<file path="src/shared/quad_mode_defines.svh">
`ifndef QUAD_MODE_DEFINES_SVH
`define QUAD_MODE_DEFINES_SVH

// instruction codes
`define OP_WRITE_STATUS 8'h01
`define OP_WRITE_DISABLE 8'h04
`define OP_READ_STATUS1 8'h05
`define OP_WRITE_ENABLE 8'h06
`define OP_READ_4B 8'h13
`define OP_READ_STATUS2 8'h35
`define OP_QPI_ENTER 8'h38
`define OP_READ_ANY_REG 8'h65
`define OP_RESET_ENABLE 8'h66
`define OP_WRITE_ANY_REG 8'h71
`define OP_RESET 8'h99
`define OP_ADDR4_ENTER 8'hB7
`define OP_QUAD_IO_READ 8'hEB
`define OP_QUAD_IO_READ_4B 8'hEC
`define OP_QPI_EXIT 8'hFF

// volatile configuration byte and its 4-4-4 enable bit
`define CFG_QPI_ADDR 32'h0080_0003
`define CFG_QPI_BIT 6
// quad enable flag position in the second status byte
`define STATUS2_QE_BIT 1
// continuous-read mode bits: upper nibble that keeps the mode
`define MODE_KEEP_NIBBLE 4'hA
// mode-bit reset: all-ones nibble held for this many serial clocks
`define MODE_RST_NIBBLE 4'hF
`define MODE_RST_CLKS 4'h8

// bit counts of the serial phases
`define BITS_BYTE 6'h08
`define BITS_ADDR3 6'h18
`define BITS_ADDR4 6'h20

`endif

</file>
<file path="src/shared/quad_mode_pkg.sv">
package quad_mode_pkg;

	typedef enum logic [6:0] {
		S_IDLE = 7'h01,
		S_CMD = 7'h02,
		S_ADDR = 7'h04,
		S_MODE = 7'h08,
		S_WDATA = 7'h10,
		S_RDATA = 7'h20,
		S_SKIP = 7'h40
	} phase_t;

	typedef struct packed {
		phase_t st;
		logic [7:0] opcode;
		logic [31:0] sh;
		logic [5:0] bitcnt;
		logic [7:0] out_sh;
		logic [3:0] dq_out;
		logic [3:0] dq_oe;
		logic qe;
		logic qpi;
		logic addr4;
		logic cont;
		logic cont_exit;
		logic wel;
		logic rst_en;
		logic [3:0] ffcnt;
		logic byte_idx;
		logic read_req;
		logic [31:0] addr_lat;
		logic soft_rst;
	} state_t;

endpackage : quad_mode_pkg

</file>
<file path="src/quad_mode_entry_exit_control.sv">
`include "quad_mode_defines.svh"

module quad_mode_entry_exit_control import quad_mode_pkg::*; (
	input wire logic mclk_in,
	input wire logic rst_n_in,
	input wire logic cs_n_in,
	input wire logic sck_in,
	input wire logic [3:0] dq_in,
	input wire logic busy_in,
	output logic [3:0] dq_out,
	output logic [3:0] dq_oe_out,
	output logic qe_out,
	output logic qpi_out,
	output logic addr4_out,
	output logic cont_read_out,
	output logic read_req_out,
	output logic [31:0] read_addr_out,
	output logic soft_reset_out
);

	state_t cur_ff;
	state_t nxt_st;
	phase_t cur;
	logic quad;
	logic is_qio;
	logic strobe;
	logic [31:0] shn;
	logic [5:0] bits_n;
	logic [5:0] addr_bits;
	logic [31:0] addr_n;
	logic cmd_done;
	logic addr_done;
	logic mode_done;
	logic wdata_done;
	logic [7:0] op_n;

	// place the leading bits of an outgoing byte on the lanes of the current width
	function automatic logic [3:0] lanes(input logic [7:0] b, input logic q);
		lanes = q ? b[7:4] : {2'h0, b[7], 1'h0};
	endfunction : lanes

	////////////////////////////////////////////////////////////////////////////////
	// phase decode: an idle phase with select low starts a frame
	assign strobe = !cs_n_in && sck_in;
	assign cur = (cur_ff.st == S_IDLE) ? (cur_ff.cont ? S_ADDR : S_CMD) : cur_ff.st;
	assign is_qio = (cur_ff.opcode == `OP_QUAD_IO_READ) || (cur_ff.opcode == `OP_QUAD_IO_READ_4B);
	// quad read address and mode always use four lanes, else the lane count follows qpi
	assign quad = cur_ff.qpi || (is_qio && (cur == S_ADDR || cur == S_MODE));
	assign shn = quad ? {cur_ff.sh[27:0], dq_in} : {cur_ff.sh[30:0], dq_in[0]};
	assign bits_n = cur_ff.bitcnt + (quad ? 6'h04 : 6'h01);
	assign op_n = shn[7:0];
	// dedicated opcodes carry four address bytes regardless of the addressing mode
	assign addr_bits = (cur_ff.addr4 || cur_ff.opcode == `OP_QUAD_IO_READ_4B ||
		cur_ff.opcode == `OP_READ_4B) ? `BITS_ADDR4 : `BITS_ADDR3;
	assign addr_n = (addr_bits == `BITS_ADDR4) ? shn : {8'h00, shn[23:0]};
	assign cmd_done = strobe && cur == S_CMD && bits_n == `BITS_BYTE;
	assign addr_done = strobe && cur == S_ADDR && bits_n == addr_bits;
	assign mode_done = strobe && cur == S_MODE && bits_n == `BITS_BYTE;
	assign wdata_done = strobe && cur == S_WDATA && bits_n == `BITS_BYTE;

	////////////////////////////////////////////////////////////////////////////////
	// next state
	always_comb begin
		nxt_st = cur_ff;
		nxt_st.read_req = 1'b0;
		nxt_st.soft_rst = 1'b0;
		if (cs_n_in) begin
			// frame end: a pending exit from continuous read takes effect here
			nxt_st.st = S_IDLE;
			nxt_st.bitcnt = 6'h00;
			nxt_st.byte_idx = 1'b0;
			nxt_st.ffcnt = 4'h0;
			nxt_st.dq_oe = 4'h0;
			if (cur_ff.cont_exit) begin
				nxt_st.cont = 1'b0;
				nxt_st.cont_exit = 1'b0;
			end
		end else if (sck_in) begin
			nxt_st.st = cur;
			nxt_st.sh = shn;
			nxt_st.bitcnt = bits_n;
			case (cur)
				S_CMD: begin
					if (cmd_done) begin
						nxt_st.opcode = op_n;
						nxt_st.bitcnt = 6'h00;
						nxt_st.st = S_SKIP;
						nxt_st.rst_en = (op_n == `OP_RESET_ENABLE);
						case (op_n)
							`OP_WRITE_ENABLE: nxt_st.wel = 1'b1;
							`OP_WRITE_DISABLE: nxt_st.wel = 1'b0;
							`OP_QPI_ENTER: nxt_st.qpi = 1'b1;
							`OP_QPI_EXIT: nxt_st.qpi = 1'b0;
							`OP_ADDR4_ENTER: nxt_st.addr4 = 1'b1;
							`OP_RESET: begin
								if (cur_ff.rst_en) begin
									nxt_st.qpi = 1'b0;
									nxt_st.cont = 1'b0;
									nxt_st.cont_exit = 1'b0;
									nxt_st.addr4 = 1'b0;
									nxt_st.wel = 1'b0;
									nxt_st.soft_rst = 1'b1;
								end
							end
							`OP_READ_STATUS1: begin
								nxt_st.out_sh = {6'h00, cur_ff.wel, busy_in};
								nxt_st.dq_out = lanes(nxt_st.out_sh, cur_ff.qpi);
								nxt_st.dq_oe = cur_ff.qpi ? 4'hF : 4'h2;
								nxt_st.st = S_RDATA;
							end
							`OP_READ_STATUS2: begin
								nxt_st.out_sh = 8'h00;
								nxt_st.out_sh[`STATUS2_QE_BIT] = cur_ff.qe;
								nxt_st.dq_out = lanes(nxt_st.out_sh, cur_ff.qpi);
								nxt_st.dq_oe = cur_ff.qpi ? 4'hF : 4'h2;
								nxt_st.st = S_RDATA;
							end
							`OP_WRITE_STATUS: nxt_st.st = cur_ff.wel ? S_WDATA : S_SKIP;
							`OP_WRITE_ANY_REG: nxt_st.st = cur_ff.wel ? S_ADDR : S_SKIP;
							`OP_READ_ANY_REG: nxt_st.st = S_ADDR;
							`OP_READ_4B: nxt_st.st = S_ADDR;
							// continuous quad read is only usable with the quad flag set
							`OP_QUAD_IO_READ: nxt_st.st = cur_ff.qe ? S_ADDR : S_SKIP;
							`OP_QUAD_IO_READ_4B: nxt_st.st = cur_ff.qe ? S_ADDR : S_SKIP;
							default: nxt_st.st = S_SKIP;
						endcase
					end
				end
				S_ADDR: begin
					if (addr_done) begin
						nxt_st.bitcnt = 6'h00;
						nxt_st.addr_lat = addr_n;
						case (cur_ff.opcode)
							`OP_READ_ANY_REG: begin
								nxt_st.out_sh = 8'h00;
								if (addr_n == `CFG_QPI_ADDR) begin
									nxt_st.out_sh[`CFG_QPI_BIT] = cur_ff.qpi;
								end
								nxt_st.dq_out = lanes(nxt_st.out_sh, cur_ff.qpi);
								nxt_st.dq_oe = cur_ff.qpi ? 4'hF : 4'h2;
								nxt_st.st = S_RDATA;
							end
							`OP_WRITE_ANY_REG: nxt_st.st = S_WDATA;
							`OP_READ_4B: begin
								nxt_st.read_req = 1'b1;
								nxt_st.st = S_SKIP;
							end
							default: nxt_st.st = S_MODE;
						endcase
					end
				end
				S_MODE: begin
					if (mode_done) begin
						// keep or leave continuous read; leaving waits for the frame end
						if (op_n[7:4] == `MODE_KEEP_NIBBLE) begin
							nxt_st.cont = 1'b1;
							nxt_st.cont_exit = 1'b0;
						end else begin
							nxt_st.cont_exit = 1'b1;
						end
						nxt_st.read_req = 1'b1;
						nxt_st.st = S_SKIP;
					end
				end
				S_WDATA: begin
					if (wdata_done) begin
						nxt_st.bitcnt = 6'h00;
						if (cur_ff.opcode == `OP_WRITE_STATUS) begin
							if (!cur_ff.byte_idx) begin
								nxt_st.byte_idx = 1'b1;
							end else begin
								nxt_st.qe = op_n[`STATUS2_QE_BIT];
								nxt_st.wel = 1'b0;
								nxt_st.st = S_SKIP;
							end
						end else begin
							// volatile bit: not kept over power or soft reset
							if (cur_ff.addr_lat == `CFG_QPI_ADDR) begin
								nxt_st.qpi = op_n[`CFG_QPI_BIT];
							end
							nxt_st.wel = 1'b0;
							nxt_st.st = S_SKIP;
						end
					end
				end
				S_RDATA: begin
					// a register read repeats its byte for as long as the host clocks
					nxt_st.out_sh = cur_ff.qpi ? {cur_ff.out_sh[3:0], cur_ff.out_sh[7:4]} :
						{cur_ff.out_sh[6:0], cur_ff.out_sh[7]};
					nxt_st.dq_out = lanes(nxt_st.out_sh, cur_ff.qpi);
				end
				S_SKIP: nxt_st.bitcnt = 6'h00;
				default: nxt_st.st = S_IDLE;
			endcase
			// mode-bit reset: all-ones nibbles while continuous read fetches its address and mode bits
			if (cur_ff.cont && (cur == S_ADDR || cur == S_MODE)) begin
				if (dq_in == `MODE_RST_NIBBLE) begin
					if (cur_ff.ffcnt != `MODE_RST_CLKS) begin
						nxt_st.ffcnt = cur_ff.ffcnt + 4'h1;
					end
					if (cur_ff.ffcnt + 4'h1 == `MODE_RST_CLKS) begin
						nxt_st.cont_exit = 1'b1;
					end
				end else begin
					nxt_st.ffcnt = 4'h0;
				end
			end
		end
	end

	////////////////////////////////////////////////////////////////////////////////
	// state register; the quad flag is nonvolatile in the array, here it resets clear
	always_ff @(posedge mclk_in) begin
		if (!rst_n_in) begin
			cur_ff <= '0;
			cur_ff.st <= S_IDLE;
		end else begin
			cur_ff <= nxt_st;
		end
	end

	assign dq_out = cur_ff.dq_out;
	assign dq_oe_out = cur_ff.dq_oe;
	assign qe_out = cur_ff.qe;
	assign qpi_out = cur_ff.qpi;
	assign addr4_out = cur_ff.addr4;
	assign cont_read_out = cur_ff.cont;
	assign read_req_out = cur_ff.read_req;
	assign read_addr_out = cur_ff.addr_lat;
	assign soft_reset_out = cur_ff.soft_rst;
endmodule : quad_mode_entry_exit_control

</file>
<file path="config.mk">
export PLATFORM = sky130hd
export DESIGN_NAME = quad_mode_entry_exit_control
export DESIGN_NICKNAME = d
export VERILOG_FILES = /design/src/shared/quad_mode_pkg.sv /design/src/quad_mode_entry_exit_control.sv
export VERILOG_INCLUDE_DIRS = /design/src /design/src/shared
export SDC_FILE = /design/constraint.sdc
export NUM_CORES = 1
export LEC_CHECK = 0
export BUFFER_PORTS_ARGS = -buffer_cell sky130_fd_sc_hd__buf_2
export CAP_MARGIN = 15
export CORE_MARGIN = 1
export CORE_UTILIZATION = 60
export CTS_BUF_LIST = sky130_fd_sc_hd__clkbuf_8 sky130_fd_sc_hd__clkbuf_16
export CTS_CLUSTER_SIZE = 8
export DETAILED_ROUTE_END_ITERATION = 10
export PLACE_DENSITY = 0.8
export SYNTH_ARGS = -nofsm -noshare
export SYNTH_HDL_FRONTEND = slang
export SYNTH_SLANG_ARGS = --single-unit
</file>
<file path="constraint.sdc">
create_clock -name mclk_in -period 13.1 [get_ports mclk_in]
set_clock_uncertainty 0.05 [all_clocks]
set_input_delay 3.275 -clock mclk_in [delete_from_list [all_inputs] [get_ports mclk_in]]
set_output_delay 3.275 -clock mclk_in [all_outputs]
set_load 0.05 [all_outputs]
</file>
==> flow_summary.json <==
{
  "io_pins": 55,
  "fillers": 963,
  "fin_crit_sh_pct": 48.48,
  "powerDensity_nw_per_um2": 93.16,
  "hold_class": "register to register",
  "pwr-share-seq_pct": 55.8,
  "final_core_util_pct": 63.63,
  "synthCells": 802,
  "syn_area_um2": 6724,
  "final_common_cell": "nand2_1",
  "drt_pre_antenna_iters": 8,
  "drc": 0,
  "met3WireLength_um": 1250,
  "grt_pass1_vias": 5519,
  "power_frac_comb_pct": 7.8,
  "synth_cell_type_count": 76,
  "max_stage_delay_ns": 0.92,
  "nNetsFinal": 790,
  "dieHeight_um": 107.9,
  "worst_pin_slew_ns": 1.087,
  "cp.arrival_ns": 6.61,
  "finalSetupViolCount": 0,
  "crit_family": "simple AND/OR/NAND/NOR gates",
  "yosys.area.top_type": "dfxtp_1",
  "dpl_cell_area_um2": 6689,
  "fmax_ghz": 0.1575,
  "routed_wl_um": 17720,
  "place.gp.congestion": 0.9410,
  "status": "completed",
  "globalRouteTotalUtil_pct": 31.19,
  "clock_latency_ns": 0.41,
  "slowest_stage": "and2b_2",
  "worstPathRequired_ns": 13.36,
  "cts_made_buffers": 9,
  "ir_worst_vdd_mv": 0.08475,
  "stdcell_area_um2": 6928,
  "grt_max_degree": 95,
  "multiInputGateArea_um2": 3897,
  "crit_type": "input pin to register",
  "seqCellArea_um2": 2242,
  "synth_nets": 816,
  "clockBufferDepth": 2,
  "cts_max_level": 3,
  "path_cells": "buf_2 -> and2b_2 -> nor4b_2 -> and4_1 -> nand2_1 -> o221ai_4 -> o221ai_1 -> o211a_1",
  "drive_gt1_share_pct": 13.19,
  "p_sw_mw": 0.1788,
  "end_kind": "register",
  "first_iter_violations": 644,
  "grt_pass1_wl_um": 27950,
  "intPower_mw": 0.4666,
  "area_delta_synth_final_pct": 3.033,
  "synth.avg_cell_area_um2": 8.384,
  "dp_hpwl_um": 12440,
  "async_reset_ff_share_pct": 0,
  "most-common-layout-cells": "nand2_1, dfxtp_1, o211a_1",
  "vias_per_cell": 6.469,
  "wire_per_inst_um": 19.24,
  "dpl.cell_count": 904,
  "path_depth": 8,
  "clockPowerShare_pct": 36.4,
  "synth_edf_count": 0,
  "cts_hold_buf": 0,
  "maxSlewViolCount": 0,
  "path_max_fanout": 64,
  "die_area_um2": 11630,
  "rsz0062_at_grt": "no",
  "fp.coreArea_um2": 10890,
  "die_x_um": 107.9,
  "synthTopCellsByArea": "dfxtp_1, o211a_1, mux2i_1, nand2_1, buf_4",
  "drt-met1-wl_um": 7332,
  "io_buffers": 54,
  "clk_pin_slew_worst_paths_ns": 0.11,
  "rr_worst_depth": 13,
  "cts_resized": 0,
  "synth-seq-area-share_pct": 33.35,
  "yosysWarningCount": 0,
  "postSynthRegisterBits": 112,
  "synthFlopType": "dfxtp_1",
  "critPathBufInv": 1,
  "cts_tree": "built",
  "row_count": 38,
  "wl_met2_um": 8661,
  "max_cap_viol_count": 0,
  "n_antenna_cell": 0,
  "grt_overflow_total": 0,
  "slew_headroom_pct": 27.53,
  "start_kind": "input pin",
  "vias": 5958,
  "cts_setup_buffers": 0,
  "tns_ns": 0,
  "ant_nets": 0,
  "start_util_pct": 61.76,
  "highest_layer": "met4",
  "hold_viol_final": 0,
  "clkSinkCount": 112,
  "worstHoldPathCells": 2,
  "root_buffer": "clkbuf_8",
  "stdcell_count": 921,
  "finalCriticalPeriod_ns": 6.351,
  "antenna_found_initial": 0,
  "leakage_nw": 3.411,
  "switching_share_pct": 27.71,
  "whs_ns": 0.4378,
  "synth_top_cell_area_share_pct": 33.35
}
-- cell usage after synthesis, types with 4 or more instances --
cell type  number
nand4_1        13
buf_2           8
nor2b_1        24
clkbuf_1       44
nand3_1        12
nor2_1         46
ha_1            5
o211ai_1        6
nand2_1       119
o21ai_0        23
xor2_1          4
o22ai_1         6
nand4b_1        5
and2_1         10
o211a_1        64
mux2i_1        56
buf_4          42
a31oi_1         6
inv_1          12
mux2_2          4
a211oi_1        4
nand2b_1        6
or4_1           8
nor4_1         21
nor3_1         19
and3_1          6
or2_2           4
nor3b_1         5
dfxtp_1       112
a21oi_1        24
a22o_1          4
buf_1           4
nand3b_1        7
-- metrics by stage --
step	setup slack, ns	power [mW]
final	6.749	0.6454
after global routing	6.567	0.6689
after CTS	6.664	0.6503
after detailed placement	6.224	0.4166
after global placement	6.434	0.4147
after floorplan	7.474	0.4019
-- layer usage --
metal	vias up	global-route usage, %
li1	2849	-
met1	2823	38.43
met2	238	53.02
met3	48	6.780
met4	0	11.64
met5	-	0
-- logic make-up (layout without fill, tap and decap cells) --
logic type | Yosys count | after routing | synth area share, %
AOI/OAI and AO/OA | 180 | 180 | 21.75
xor gates and xnor gates | 6 | 6 | 0.7815
adders and majority gates | 5 | 5 | 0.9304
buffers and inverters | 112 | 91 | 8.895
DFF | 112 | 112 | 33.35
muxes | 61 | 61 | 9.230
and+or+nand+nor | 326 | 326 | 25.07
-- power groups by stage --
| stage | sequential [mW] | combinational (mW) | clock (mW) |
|---|---|---|---|
| global route | 0.362 | 0.0546 | 0.253 |
| global placement | 0.367 | 0.0480 | 0 |
| floorplan | 0.358 | 0.0434 | 0 |
| CTS | 0.360 | 0.0497 | 0.241 |
| finish | 0.360 | 0.0504 | 0.235 |
| detailed placement | 0.367 | 0.0493 | 0 |
-- flip-flops by register name, indices dropped and copies added, names as in the netlist --
register	count
cont_read_out	1
read_addr_out	32
cur_ff	68
dq_oe_out	2
read_req_out	1
soft_reset_out	1
addr4_out	1
qe_out	1
dq_out	4
qpi_out	1
-- worst paths after layout --
| path | start | endpoint | slack (ns) |
|---|---|---|---|
| hold / removal | dq_oe_out[1]$_SDFFE_PP0P_ | dq_oe_out[1]$_SDFFE_PP0P_ | 0.44 |
| setup reg to reg | cur_ff[102]$_SDFFE_PN0P_ | cur_ff[55]$_SDFFE_PN0P_ | 8.29 |
| hold reg to reg | dq_oe_out[1]$_SDFFE_PP0P_ | dq_oe_out[1]$_SDFFE_PP0P_ | 0.44 |
| setup / recovery | cs_n_in | cur_ff[55]$_SDFFE_PN0P_ | 6.75 |
-- cell type report --
class                   instances  share of cell area (%)
clock buffers                  10                   1.987
flip-flops and latches        112                   32.36
clock inverters                 6                   1.355
inverters                      13                  0.7405
multi-input cells             578                   56.26
repair buffers                 62                   4.768
well taps                     140                   2.528
-- worst register-to-register path, cell delays in order (launching register included) --
cell and delay [ns]:
dfxtp_1 0.47, or3b_1 0.41, a211oi_2 0.37, a31o_1 0.26, inv_4 0.22, ha_1 0.36, ha_1 0.23, xor2_1 0.18
nor4b_2 0.45, and4_1 0.41, nand2_1 0.29, o221ai_4 0.60, o221ai_1 0.24, o211a_1 0.17
No activity file was read; power rests on OpenSTA's default activity.
